<file path="config.mk">
export PLATFORM = sky130hd
export DESIGN_NAME = seven_channel_dma
export DESIGN_NICKNAME = d
export VERILOG_FILES = /design/src/logic/dma_pkg.sv /design/src/logic/seven_channel_dma.sv
export SDC_FILE = /design/constraint.sdc
export NUM_CORES = 1
export LEC_CHECK = 0
export BUFFER_PORTS_ARGS = -buffer_cell sky130_fd_sc_hd__buf_2
export CAP_MARGIN = 10
export CORE_AREA = 5 5 394 241
export DETAILED_ROUTE_END_ITERATION = 10
export DIE_AREA = 0 0 399 246
export SLEW_MARGIN = 20
export SYNTH_ARGS = -nofsm -noshare
export SYNTH_HDL_FRONTEND = slang
export SYNTH_SLANG_ARGS = --single-unit
</file>
<file path="constraint.sdc">
create_clock -name clk -period 25.7 [get_ports clk]
set_input_delay 5.14 -clock clk [delete_from_list [all_inputs] [get_ports clk]]
set_output_delay 5.14 -clock clk [all_outputs]
set_load 0.02 [all_outputs]
</file>
<file path="src/logic/dma_pkg.sv">
// Operation
// RL1: seven independent channels share common control
// RL2: 3-bit select steers per-channel register accesses
// RL3: 3-bit function field picks the data path
// RL4: config holds byte order, stall, interrupt enables
// RL5: stall finishes current transfer, blocks new ones
// RL6: software polls busy after setting stall
// RL7: 12-bit base, 10-bit offset, 10-bit size
// RL8: address is base plus offset; offset increments
// RL9: software zeroes offset, keeps it below size
// RL10: offset at size minus one sets full flag
// RL11: midpoint flag at half size, odd rounds up
// RL12: flags stay set and block next transfer
// RL13: memory-to-register two cycles pipelined; reverse one
// RL14: channel moves data only while enabled
// RL15: busy while transferring; address writes then ignored
// RL16: peripherals raise their own transfer requests
// RL17: writing busy one forces a transfer start
// RL18: wrap returns offset to zero, keeps going
// RL19: cpu access wins, engine waits
// RL20: lowest channel wins at transaction boundaries only
// RL21: halted in sleep; sleep waits for pending work
// RL22: all transfers halt in cpu debug
// RL23: software configures select, config, wrap, base, size
// RL24: config bit 7 enables full-length interrupt
// RL25: config bit 6 enables midpoint interrupt
// RL26: interrupt request while enabled flag is set
`default_nettype none
package dma_pkg;
   // ---------------------------------------------------------------
   // sizes
   // ---------------------------------------------------------------
   localparam int NUM_CH = 7;
   localparam int BASE_W = 12;
   localparam int OFS_W = 10;
   // ---------------------------------------------------------------
   // register offsets
   // ---------------------------------------------------------------
   localparam logic [7:0] REG_SEL = 8'h00;
   localparam logic [7:0] REG_CFG = 8'h01;
   localparam logic [7:0] REG_MODE = 8'h02;
   localparam logic [7:0] REG_BASE_L = 8'h03;
   localparam logic [7:0] REG_BASE_H = 8'h04;
   localparam logic [7:0] REG_OFS_L = 8'h05;
   localparam logic [7:0] REG_OFS_H = 8'h06;
   localparam logic [7:0] REG_SIZE_L = 8'h07;
   localparam logic [7:0] REG_SIZE_H = 8'h08;
   localparam logic [7:0] REG_EN = 8'h09;
   localparam logic [7:0] REG_INT = 8'h0A;
   localparam logic [7:0] REG_MINT = 8'h0B;
   localparam logic [7:0] REG_BUSY = 8'h0C;
   // ---------------------------------------------------------------
   // config fields and reset values
   // ---------------------------------------------------------------
   localparam int CFG_ENDIAN = 3;
   localparam int CFG_STALL = 5;
   localparam int CFG_MID_IE = 6;
   localparam int CFG_FULL_IE = 7;
   localparam logic [7:0] CFG_RST = 8'h00;
   localparam logic [6:0] CH_VEC_RST = 7'h00;
   // functions whose data flows register to memory (1 and 4)
   localparam logic [7:0] FN_TO_MEM_MASK = 8'h12;
   // functions moving two bytes per transaction (encoder, 0 and 1)
   localparam logic [7:0] FN_TWO_BYTE_MASK = 8'h03;
   // ---------------------------------------------------------------
   // types
   // ---------------------------------------------------------------
   typedef enum logic [1:0] {ST_IDLE = 2'b01, ST_RUN = 2'b10} state_t;
   typedef struct packed {
      logic rd;
      logic wr;
      logic [BASE_W-1:0] addr;
      logic [7:0] data;
   } mem_req_t;
   typedef struct packed {
      logic wr;
      logic rdAck;
      logic [2:0] func;
      logic lane;
      logic [7:0] data;
   } transfer_function_field_op_t;
endpackage
`default_nettype wire

</file>
<file path="src/logic/seven_channel_dma.sv">
// The address-and-strobe port and the register addresses were left to the implementer.
`timescale 1ns/1ps
`default_nettype none
module seven_channel_dma
   import dma_pkg::*;
(
   input wire logic clk,
   input wire logic rst,
   input wire logic [7:0] regAddr,
   input wire logic [7:0] regWrData,
   input wire logic regWr,
   input wire logic regRd,
   output logic [7:0] regRdData,
   output mem_req_t memReq,
   input wire logic [7:0] memRdData,
   input wire logic [7:0] xferReq,
   input wire logic [7:0] periphRdData,
   output transfer_function_field_op_t periphOp,
   input wire logic cpuBusy,
   input wire logic cpuDebug,
   input wire logic sleepMode,
   output logic sleepReady,
   output logic irq
);
   // ---------------------------------------------------------------
   // state
   // ---------------------------------------------------------------
   logic [2:0] sel_q, sel_d; // selected channel
   // RL1: seven copies of channel state
   logic [7:0] cfg_q [NUM_CH]; // per-channel config
   logic [7:0] cfg_d [NUM_CH];
   // RL7: base, offset and size widths
   logic [BASE_W-1:0] base_q [NUM_CH]; // memory base
   logic [BASE_W-1:0] base_d [NUM_CH];
   logic [OFS_W-1:0] ofs_q [NUM_CH]; // offset counter
   logic [OFS_W-1:0] ofs_d [NUM_CH];
   logic [OFS_W-1:0] size_q [NUM_CH]; // byte count
   logic [OFS_W-1:0] size_d [NUM_CH];
   logic [6:0] wrap_q, wrap_d; // wrap mode per channel
   logic [6:0] en_q, en_d; // channel enables
   logic [6:0] intFlag_q, intFlag_d; // full-length flags
   logic [6:0] midFlag_q, midFlag_d; // midpoint flags
   logic [6:0] busy_q, busy_d; // transfer in progress
   logic [6:0] force_q, force_d; // software forced starts
   state_t state_q, state_d; // engine state
   logic [2:0] cur_q, cur_d; // granted channel
   logic idx_q, idx_d; // byte index in transaction
   logic [2:0] issueFunc_q, issueFunc_d; // function of read in flight
   logic issueLane_q, issueLane_d; // lane of read in flight
   logic [7:0] regRdData_q, regRdData_d;
   mem_req_t memReq_q, memReq_d;
   transfer_function_field_op_t periphOp_q, periphOp_d;
   logic sleepReady_q, sleepReady_d;
   logic irq_q, irq_d;
   // ---------------------------------------------------------------
   // current channel view
   // ---------------------------------------------------------------
   logic [7:0] curCfg; // config of granted channel
   logic [2:0] curFunc; // its transfer function
   logic toMem; // register to memory path
   logic twoByte; // 16-bit transaction
   logic curLane; // peripheral byte lane
   logic [OFS_W-1:0] curOfs; // its offset
   logic [OFS_W-1:0] curSize; // its size
   logic [OFS_W-1:0] midPoint; // half size, odd rounds up
   logic [BASE_W-1:0] effAddr; // effective memory address
   logic lastByte; // offset at size minus one
   logic midHit; // offset at midpoint
   logic haltNow; // cpu, debug or sleep holds engine
   logic moveNow; // a byte moves this cycle
   logic [6:0] eligible; // channels ready for grant
   logic [2:0] grantCh; // lowest eligible channel
   logic found; // any eligible channel
   // the granted channel's settings
   always_comb begin
      curCfg = cfg_q[cur_q];
      // RL3: function path
      curFunc = curCfg[2:0];
      toMem = FN_TO_MEM_MASK[curFunc];
      twoByte = FN_TWO_BYTE_MASK[curFunc];
      // RL4: byte order
      curLane = idx_q ^ (curCfg[CFG_ENDIAN] & twoByte);
      curOfs = ofs_q[cur_q];
      curSize = size_q[cur_q];
      midPoint = (curSize >> 1) + {9'h000, curSize[0]};
      // RL8: base plus offset
      effAddr = BASE_W'(base_q[cur_q] + {2'h0, curOfs});
      // RL10: end of length
      lastByte = (curOfs == curSize - 10'h001);
      // RL11: midpoint compare
      midHit = (curOfs == midPoint);
   end
   // RL19: cpu first; RL22: debug halt; RL21: no work in sleep
   assign haltNow = cpuBusy | cpuDebug | sleepMode;
   // no read-ack while a register write of the pipe is pending
   assign moveNow = (state_q == ST_RUN) && en_q[cur_q] && !haltNow && !(toMem && memReq_q.rd);
   // channel eligibility and fixed priority pick
   always_comb begin
      eligible = '0;
      grantCh = 3'h0;
      found = 1'b0;
      for (int c = 0; c < NUM_CH; c++) begin
         // RL14: enable; RL5: stall; RL12: flags block; RL16/RL17: request or force
         eligible[c] = en_q[c] && !cfg_q[c][CFG_STALL] && !intFlag_q[c] &&
                       !midFlag_q[c] && (xferReq[cfg_q[c][2:0]] || force_q[c]);
      end
      // RL20: lowest number wins
      for (int c = NUM_CH - 1; c >= 0; c--) begin
         if (eligible[c]) begin
            grantCh = 3'(c);
            found = 1'b1;
         end
      end
   end
   // ---------------------------------------------------------------
   // next state
   // ---------------------------------------------------------------
   always_comb begin
      sel_d = sel_q;
      cfg_d = cfg_q;
      base_d = base_q;
      ofs_d = ofs_q;
      size_d = size_q;
      wrap_d = wrap_q;
      en_d = en_q;
      intFlag_d = intFlag_q;
      midFlag_d = midFlag_q;
      busy_d = busy_q;
      force_d = force_q;
      state_d = state_q;
      cur_d = cur_q;
      idx_d = idx_q;
      issueFunc_d = issueFunc_q;
      issueLane_d = issueLane_q;
      regRdData_d = 8'h00;
      memReq_d = '0;
      periphOp_d = periphOp_q;
      periphOp_d.wr = 1'b0;
      periphOp_d.rdAck = 1'b0;
      // register reads, data stands one cycle
      if (regRd) begin
         if (regAddr == REG_SEL) begin
            regRdData_d = {5'h00, sel_q};
         end else if (regAddr == REG_CFG) begin
            regRdData_d = cfg_q[sel_q];
         end else if (regAddr == REG_MODE) begin
            regRdData_d = {7'h00, wrap_q[sel_q]};
         end else if (regAddr == REG_BASE_L) begin
            regRdData_d = base_q[sel_q][7:0];
         end else if (regAddr == REG_BASE_H) begin
            regRdData_d = {4'h0, base_q[sel_q][11:8]};
         end else if (regAddr == REG_OFS_L) begin
            regRdData_d = ofs_q[sel_q][7:0];
         end else if (regAddr == REG_OFS_H) begin
            regRdData_d = {6'h00, ofs_q[sel_q][9:8]};
         end else if (regAddr == REG_SIZE_L) begin
            regRdData_d = size_q[sel_q][7:0];
         end else if (regAddr == REG_SIZE_H) begin
            regRdData_d = {6'h00, size_q[sel_q][9:8]};
         end else if (regAddr == REG_EN) begin
            regRdData_d = {1'b0, en_q};
         end else if (regAddr == REG_INT) begin
            regRdData_d = {1'b0, intFlag_q};
         end else if (regAddr == REG_MINT) begin
            regRdData_d = {1'b0, midFlag_q};
         end else if (regAddr == REG_BUSY) begin
            regRdData_d = {1'b0, busy_q};
         end
      end
      // register writes
      if (regWr) begin
         // RL2: select only real channels
         if (regAddr == REG_SEL) begin
            if (regWrData[2:0] != 3'h7) begin
               sel_d = regWrData[2:0];
            end
         end else if (regAddr == REG_CFG) begin
            cfg_d[sel_q] = regWrData;
         end else if (regAddr == REG_MODE) begin
            wrap_d[sel_q] = regWrData[0];
         // RL15: address settings locked while busy
         end else if (regAddr == REG_BASE_L && !busy_q[sel_q]) begin
            base_d[sel_q][7:0] = regWrData;
         end else if (regAddr == REG_BASE_H && !busy_q[sel_q]) begin
            base_d[sel_q][11:8] = regWrData[3:0];
         end else if (regAddr == REG_OFS_L && !busy_q[sel_q]) begin
            ofs_d[sel_q][7:0] = regWrData;
         end else if (regAddr == REG_OFS_H && !busy_q[sel_q]) begin
            ofs_d[sel_q][9:8] = regWrData[1:0];
         end else if (regAddr == REG_SIZE_L && !busy_q[sel_q]) begin
            size_d[sel_q][7:0] = regWrData;
         end else if (regAddr == REG_SIZE_H && !busy_q[sel_q]) begin
            size_d[sel_q][9:8] = regWrData[1:0];
         end else if (regAddr == REG_EN) begin
            en_d = regWrData[6:0];
         // RL12: software clears flags by writing zero
         end else if (regAddr == REG_INT) begin
            intFlag_d = intFlag_q & regWrData[6:0];
         end else if (regAddr == REG_MINT) begin
            midFlag_d = midFlag_q & regWrData[6:0];
         // RL17: one forces a start, zero is ignored
         end else if (regAddr == REG_BUSY) begin
            force_d = force_q | regWrData[6:0];
         end
      end
      // RL13: second stage of a memory read writes the register
      if (memReq_q.rd) begin
         periphOp_d.wr = 1'b1;
         periphOp_d.data = memRdData;
         periphOp_d.func = issueFunc_q;
         periphOp_d.lane = issueLane_q;
      end
      // engine
      case (state_q)
         ST_IDLE: begin
            // RL20: grant only between transactions
            if (found && !haltNow) begin
               state_d = ST_RUN;
               cur_d = grantCh;
               // RL15: busy for the transaction
               busy_d[grantCh] = 1'b1;
               force_d[grantCh] = 1'b0;
               idx_d = 1'b0;
            end
         end
         ST_RUN: begin
            // RL14: disabled channel ends at once
            if (!en_q[cur_q]) begin
               state_d = ST_IDLE;
               busy_d[cur_q] = 1'b0;
            end else if (moveNow) begin
               memReq_d.addr = effAddr;
               if (toMem) begin
                  // RL13: one cycle per byte to memory
                  memReq_d.wr = 1'b1;
                  memReq_d.data = periphRdData;
                  periphOp_d.rdAck = 1'b1;
                  periphOp_d.func = curFunc;
                  periphOp_d.lane = curLane;
               end else begin
                  memReq_d.rd = 1'b1;
                  issueFunc_d = curFunc;
                  issueLane_d = curLane;
               end
               // RL8: offset counts bytes
               if (lastByte) begin
                  // RL10: full-length flag, set beats clear
                  intFlag_d[cur_q] = 1'b1;
                  if (wrap_q[cur_q]) begin
                     // RL18: wrap to zero
                     ofs_d[cur_q] = 10'h000;
                  end else begin
                     en_d[cur_q] = 1'b0;
                  end
               end else begin
                  ofs_d[cur_q] = curOfs + 10'h001;
               end
               // RL11: midpoint flag, set beats clear
               if (midHit) begin
                  midFlag_d[cur_q] = 1'b1;
               end
               idx_d = ~idx_q;
               // RL20: boundary every byte, or every two bytes
               if (lastByte || idx_q == twoByte) begin
                  state_d = ST_IDLE;
                  busy_d[cur_q] = 1'b0;
               end
            end
         end
         default: begin
            state_d = ST_IDLE;
         end
      endcase
      // RL21: sleep may enter once nothing is pending
      sleepReady_d = (state_d == ST_IDLE) && (busy_d == 7'h00) && !found && !memReq_d.rd;
      irq_d = 1'b0;
      for (int c = 0; c < NUM_CH; c++) begin
         // RL24/RL25/RL26: enabled flags raise the request
         irq_d = irq_d | (intFlag_d[c] & cfg_d[c][CFG_FULL_IE]) |
                 (midFlag_d[c] & cfg_d[c][CFG_MID_IE]);
      end
   end
   // ---------------------------------------------------------------
   // registers
   // ---------------------------------------------------------------
   always_ff @(posedge clk or posedge rst) begin
      if (rst) begin
         sel_q <= 3'h0;
         for (int c = 0; c < NUM_CH; c++) begin
            cfg_q[c] <= CFG_RST;
            base_q[c] <= 12'h000;
            ofs_q[c] <= 10'h000;
            size_q[c] <= 10'h000;
         end
         wrap_q <= CH_VEC_RST;
         en_q <= CH_VEC_RST;
         intFlag_q <= CH_VEC_RST;
         midFlag_q <= CH_VEC_RST;
         busy_q <= CH_VEC_RST;
         force_q <= CH_VEC_RST;
         state_q <= ST_IDLE;
         cur_q <= 3'h0;
         idx_q <= 1'b0;
         issueFunc_q <= 3'h0;
         issueLane_q <= 1'b0;
         regRdData_q <= 8'h00;
         memReq_q <= '0;
         periphOp_q <= '0;
         sleepReady_q <= 1'b0;
         irq_q <= 1'b0;
      end else begin
         sel_q <= sel_d;
         cfg_q <= cfg_d;
         base_q <= base_d;
         ofs_q <= ofs_d;
         size_q <= size_d;
         wrap_q <= wrap_d;
         en_q <= en_d;
         intFlag_q <= intFlag_d;
         midFlag_q <= midFlag_d;
         busy_q <= busy_d;
         force_q <= force_d;
         state_q <= state_d;
         cur_q <= cur_d;
         idx_q <= idx_d;
         issueFunc_q <= issueFunc_d;
         issueLane_q <= issueLane_d;
         regRdData_q <= regRdData_d;
         memReq_q <= memReq_d;
         periphOp_q <= periphOp_d;
         sleepReady_q <= sleepReady_d;
         irq_q <= irq_d;
      end
   end
   // outputs straight from flops
   assign regRdData = regRdData_q;
   assign memReq = memReq_q;
   assign periphOp = periphOp_q;
   assign sleepReady = sleepReady_q;
   assign irq = irq_q;

   logic grantNow; // helper: grant taken this cycle
   logic [BASE_W-1:0] selBase; // helper: selected base
   assign grantNow = (state_q == ST_IDLE) && found && !haltNow;
   assign selBase = base_q[sel_q];
endmodule
`default_nettype wire

</file>
==> results of run 1 <==
power by group:
| group | switching, W | internal, W | leakage [nW] |
|---|---|---|---|
| combinational | 0.000329 | 0.000141 | 5.02 |
| sequential | 0.0000194 | 0.000607 | 5.25 |
| clock | 0.000263 | 0.000363 | 0.667 |
| total | 0.000612 | 0.00111 | 10.9 |
state kept, by name, indices dropped and copies added (netlist names):
| signal | cells |
|---|---|
| busy_q | 7 |
| cur_q | 3 |
| periphOp | 13 |
| idx_q | 1 |
| size_q | 70 |
| memReq | 22 |
| midFlag_q | 7 |
| irq | 1 |
| ofs_q | 70 |
| state_q | 2 |
| issueLane_q | 1 |
| base_q | 84 |
| sel_q | 3 |
| wrap_q | 7 |
| issueFunc_q | 3 |
| en_q | 7 |
| cfg_q | 56 |
| regRdData | 8 |
| sleepReady | 1 |
| intFlag_q | 7 |
| force_q | 7 |
synthesized netlist by cell type (20+ instances only):
cell      instances  share of area, %
o21ai_0         121               2.7
nor2b_1          29              0.81
mux2_2          281                14
nor2_1          160               2.7
a31oi_1          21              0.58
nand3_1          29              0.65
o221ai_1         30               1.2
nand2b_1         20              0.56
mux2i_1         147               6.5
inv_1            44              0.73
mux4_2           29               2.9
o22ai_1          94               2.6
dfrtp_1         379                42
xnor2_1          33               1.3
a221oi_1         26               1.0
nor3_1           33              0.73
clkbuf_1        100               1.7
nand2_1         142               2.4
o211ai_1         21              0.70
a21oi_1          99               2.2
cells by family (layout without fill, tap and decap cells):
logic type / count (synthesis) / after routing / share of synthesized area, %
compound gates: 579 / 579 / 17.6
fa+ha+maj: 17 / 17 / 0.980
xor+xnor: 47 / 47 / 1.89
simple gates: 486 / 486 / 10.1
mux: 459 / 459 / 23.6
flops: 380 / 380 / 42.3
buf+inv: 191 / 259 / 3.50
other cells: 0 / 3 / 0
final cells by class:
type | instances | area (um^2)
antenna | 3 | 7.51
timing repair buffer | 146 | 878
inverter | 46 | 180
sequential | 380 | 9530
clock buffer | 55 | 1160
tap | 1232 | 1540
fill | 9494 | 65200
multi-input combinational | 1588 | 12200
clock inverter | 12 | 195
stage by stage:
step                      std cells  utilization [%]  power [W]
after floorplan                2159                -   0.000913
after global placement         3392             26.8    0.00108
after detailed placement       3392             26.8    0.00108
after CTS                      3459             28.2    0.00171
after global routing           3459             28.3    0.00177
final                          3462             28.3    0.00172
metal layers:
metal | global-route usage, % | up-vias | wire (um)
li1 | - | 8184 | -
met1 | 27.6 | 10000 | 41000
met2 | 24.0 | 1429 | 36000
met3 | 11.1 | 178 | 17400
met4 | 3.47 | 8 | 2160
met5 | 0 | - | 72
worst max-delay path, delay by kind of cell:
kind | cells | cell delay [ns]
compound gates | 2 | 0.35
buf+inv | 2 | 0.32
mux | 1 | 0.45
simple gates | 8 | 2.68
worst max path at each step:
stage	from	slack, ns	cells after the start	to
2_1_floorplan	rst	10.00	1	base_q[0]
3_3_place_gp	regAddr[7]	16.80	13	irq
3_5_place_dp	regAddr[7]	16.79	13	irq
4_1_cts	regAddr[7]	17.36	13	irq
5_1_grt	regAddr[7]	17.00	13	irq
6_report	regAddr[7]	17.18	13	irq
==> flow_metrics.env, run 1 <==
export IMPL_status="finished, final reports clean"
export IMPL_timing_rr_end="en_q[0]"
export IMPL_most_common_layout_cells="dfrtp_1 (373), mux2_2 (281), nor2_1 (156), mux2i_1 (147), nand2_1 (142)"
export IMPL_vias=19800
export IMPL_slew_violations=0
export IMPL_ys_ff_latch=380
export IMPL_area_growth_pct=14.3
export IMPL_stdcell_area_um2=25700
export IMPL_place_area_um2=24300
export IMPL_drt_wl_total_um=96700
export IMPL_grt_max_degree=153
export IMPL_tightest_slew_ns=1.24
export IMPL_skew_ns=0.0384
export IMPL_cts_made_buffers=39
export IMPL_setup_worst_path_start_class="input port"
export IMPL_post_cts_resized=0
export IMPL_clockBufferDepth=3
export IMPL_setup_slack_ns=17.18
export IMPL_cp_arrival_ns=8.95
export IMPL_final_common_cell="dfrtp_1"
export IMPL_critPathMaxStageDelay_ns=0.84
export IMPL_io_pins=93
export IMPL_synth_distinct_cells=86
export IMPL_die_w_um=399
export IMPL_required_ns=26.13
export IMPL_crit_top_cell="nand4_1"
export IMPL_postSynthAreaPerCell_um2=10.4
export IMPL_cts_max_level=2
export IMPL_numClockSinks=380
export IMPL_min_period_over_period_pct=33.1
export IMPL_cts_root_buf="clkbuf_16"
export IMPL_rsz0062_at_grt="false"
export IMPL_fmax_ghz=0.117
export IMPL_netlist_area_um2=22500
export IMPL_nets=2265
export IMPL_synth_seq_area_share_pct=42.3
export IMPL_cts_setup_buffers=0
export IMPL_ff2ff_path_depth=13
export IMPL_cp_end_kind="register"
export IMPL_syn_num_nets=2223
export IMPL_drive_gt1_share_pct=26.1
export IMPL_hold_slack_ns=0.500
export IMPL_tns_ns=0
export IMPL_r2r_setup_slack_ns=19.69
export IMPL_die_height_um=246
export IMPL_drtPass1Iterations=8
export IMPL_critPathMaxFanout=9
export IMPL_yosys_warnings=0
export IMPL_grt_pass1_wl_um=139000
export IMPL_slew_headroom_pct=16.8
export IMPL_grt_usage_pct=19.1
export IMPL_ys_flop_type="dfrtp_1"
export IMPL_synth_edf_count=0
export IMPL_p_per_area_nw_per_um2=67.1
export IMPL_critPathKind="in2reg"
export IMPL_hold_viol=0
export IMPL_holdPathEnd="periphOp[4]"
export IMPL_peakVddDrop_mv=0.0450
export IMPL_cts_hold_buf=0
export IMPL_core_area_um2=90900
export IMPL_setup_viol=0
export IMPL_io_buffers=92
export IMPL_dp_hpwl_um=68700
export IMPL_route_detailed_drc=0
export IMPL_place_gp_congestion=1.01
export IMPL_drv_cap=0
export IMPL_viasPerCell=5.73
export IMPL_min_period_ns=8.52
export IMPL_drt_first_iter_violations=2878
export IMPL_hold_path_startpoint="periphOp[4]"
export IMPL_async_flop_share_pct=100
export IMPL_rr_startpoint="cur_q[0]"
export IMPL_start_util_pct=24.7
export IMPL_antenna_found_initial=8
export IMPL_grt_remaining_overflow=0
export IMPL_synth_cells=2159
export IMPL_critical_path_slowest_cell="nor2_1"
export IMPL_num_rows=86
export IMPL_holdPathStages=1
export IMPL_clock_latency_ns=0.59
export IMPL_postRouteAntennaNets=0
export IMPL_path_cells="buf_2 > or4_1 > nor3_1 > buf_4 > nand2_1 > nor2_1 > mux2_2 > o211ai_1 > nand4_1 > nor3_1 > nand4_1 > a211oi_1 > nand4_1"
export IMPL_post_place_ws_ns=16.79
export IMPL_wl_per_cell_um=27.9
export IMPL_cts_tree="built"
export IMPL_p_leak_nw=10.9
export IMPL_hp_class="reg2reg"
export IMPL_clk_pin_slew_ns=0.06
export IMPL_grt_pass1_vias=18700
export IMPL_dieArea_um2=98200
Power figures use the tool's default switching activity.
==> run 2, diff against run 1 <==
==> constraint.sdc (replaced) <==
create_clock -name clk -period 7.7 [get_ports clk]
set_input_delay 1.54 -clock clk [delete_from_list [all_inputs] [get_ports clk]]
set_output_delay 1.54 -clock clk [all_outputs]
set_load 0.02 [all_outputs]
==> flow_metrics.env, run 2 (same netlist as run 1, synthesis figures left out) <==
export IMPL_grt_max_degree=172
export IMPL_setup_slack_ns=1.65
export IMPL_grt_remaining_overflow=0
export IMPL_grt_usage_pct=19.6
export IMPL_regArea_um2=9530
export IMPL_hold_viol=0
export IMPL_p_leak_nw=10.9
export IMPL_vias=19700
export IMPL_route_detailed_drc=0
export IMPL_cts_made_buffers=41
export IMPL_largest_reg_flops=84
export IMPL_start_util_pct=24.7
export IMPL_multiInputGateArea_um2=12200
export IMPL_cts_hold_buf=0
export IMPL_die_w_um=399
export IMPL_io_buffers=92
export IMPL_slew_headroom_pct=14.8
export IMPL_post_cts_resized=0
export IMPL_cp_end_kind="register"
export IMPL_cts_tree="built"
export IMPL_nets=2260
export IMPL_most_common_layout_cells="dfrtp_1 (373), mux2_2 (281), nor2_1 (157), mux2i_1 (147), nand2_1 (142)"
export IMPL_final_common_cell="dfrtp_1"
export IMPL_critPathKind="reg2reg"
export IMPL_cp_arrival_ns=6.49
export IMPL_place_gp_congestion=1.03
export IMPL_wl_per_cell_um=28.7
export IMPL_peakVddDrop_mv=0.133
export IMPL_status="finished, final reports clean"
export IMPL_drt_first_iter_violations=2990
export IMPL_clock_latency_ns=0.62
export IMPL_slew_violations=0
export IMPL_grt_pass1_wl_um=140000
export IMPL_critPathMaxStageDelay_ns=0.88
export IMPL_clockBufferDepth=3
export IMPL_grt_pass1_vias=18200
export IMPL_stdcell_area_um2=25700
export IMPL_dieArea_um2=98200
export IMPL_required_ns=8.14
export IMPL_setup_viol=0
export IMPL_top_regs="base_q: 84 flops, ofs_q: 70 flops, size_q: 70 flops"
export IMPL_n_fill_cell=9496
export IMPL_dpl_cell_count=3385
export IMPL_p_per_area_nw_per_um2=225
export IMPL_fin_util_pct=28.3
export IMPL_critPathMaxFanout=60
export IMPL_dp_hpwl_um=71300
export IMPL_viasPerCell=5.68
export IMPL_critical_path_slowest_cell="dfrtp_4"
export IMPL_hp_class="reg2reg"
export IMPL_drtPass1Iterations=8
export IMPL_setup_worst_path_start_class="register"
export IMPL_tightest_slew_ns=1.26
export IMPL_fmax_ghz=0.165
export IMPL_post_place_ws_ns=1.80
export IMPL_hold_path_startpoint="periphOp[5]"
export IMPL_rsz0062_at_grt="false"
export IMPL_tns_ns=0
export IMPL_min_period_over_period_pct=78.6
export IMPL_top_register="base_q"
export IMPL_stdcell_count=3462
export IMPL_drv_cap=0
export IMPL_rr_startpoint="cur_q[0]"
export IMPL_postRouteAntennaNets=0
export IMPL_cts_setup_buffers=0
export IMPL_drive_gt1_share_pct=26.0
export IMPL_core_area_um2=90900
export IMPL_area_growth_pct=14.3
export IMPL_cts_max_level=2
export IMPL_die_height_um=246
export IMPL_num_rows=86
export IMPL_antenna_found_initial=8
export IMPL_numClockSinks=380
export IMPL_cts_root_buf="clkbuf_16"
export IMPL_place_area_um2=24300
export IMPL_min_period_ns=6.05
export IMPL_io_pins=93
export IMPL_startpoint="cur_q[0]"
export IMPL_drt_wl_total_um=99300
export IMPL_path_cells="buf_4 > nand2b_1 > o221ai_1 > a221oi_2 > nand4_1 > nor3_2 > xnor2_1 > or4_4 > nor3_4 > nand2_1 > nor2_1 > a31oi_1"
export IMPL_skew_ns=0.0390
export IMPL_clk_pin_slew_ns=0.08
run 2: report_power, final:
group	total, W	switching (W)	internal [W]
sequential	0.00211	0.0000864	0.00203
combinational	0.00152	0.00107	0.000457
clock	0.00214	0.000958	0.00118
run 2: worst max-delay path: cells and delay by family (launching register included):
family                    cells  cell delay (ns)
and+or+nand+nor               7             3.07
AOI/OAI and AO/OA             3             0.97
DFF                           1             0.88
buffers and inverters         1             0.78
xor gates and xnor gates      1             0.12
run 2: routing by layer:
| metal | GRT usage (%) | vias up | wire, um |
|---|---|---|---|
| met5 | 0 | - | 7 |
| met4 | 3.58 | 2 | 1780 |
| met3 | 11.1 | 126 | 17500 |
| met2 | 23.6 | 1354 | 36000 |
| met1 | 29.4 | 9973 | 44000 |
| li1 | - | 8201 | - |
run 2: worst paths after layout:
path,endpoint,slack [ns],cells after the start
hold reg to reg,periphOp[5],0.50,1
setup / recovery,en_q[5],1.65,12
max in group asynchronous,cur_q[2],4.87,4
hold / removal,periphOp[5],0.50,1
min in group asynchronous,sel_q[0],1.09,3
setup reg to reg,en_q[5],1.65,12
run 2: layout make-up:
type | count | share of cell area [%]
Multi-Input combinational cell | 1588 | 47.6
Clock inverter | 18 | 0.823
Timing Repair Buffer | 139 | 3.26
Clock buffer | 57 | 4.58
Inverter | 46 | 0.687
Tap cell | 1232 | 6.00
Sequential cell | 380 | 37.1
Antenna cell | 2 | 0.0195
run 2: stage by stage:
stage / total power, W / hold WS (ns)
after floorplan: 0.00305 / 0.373
after global placement: 0.00360 / 0.471
after detailed placement: 0.00359 / 0.481
after CTS: 0.00572 / 0.495
after global routing: 0.00595 / 0.509
final: 0.00578 / 0.502
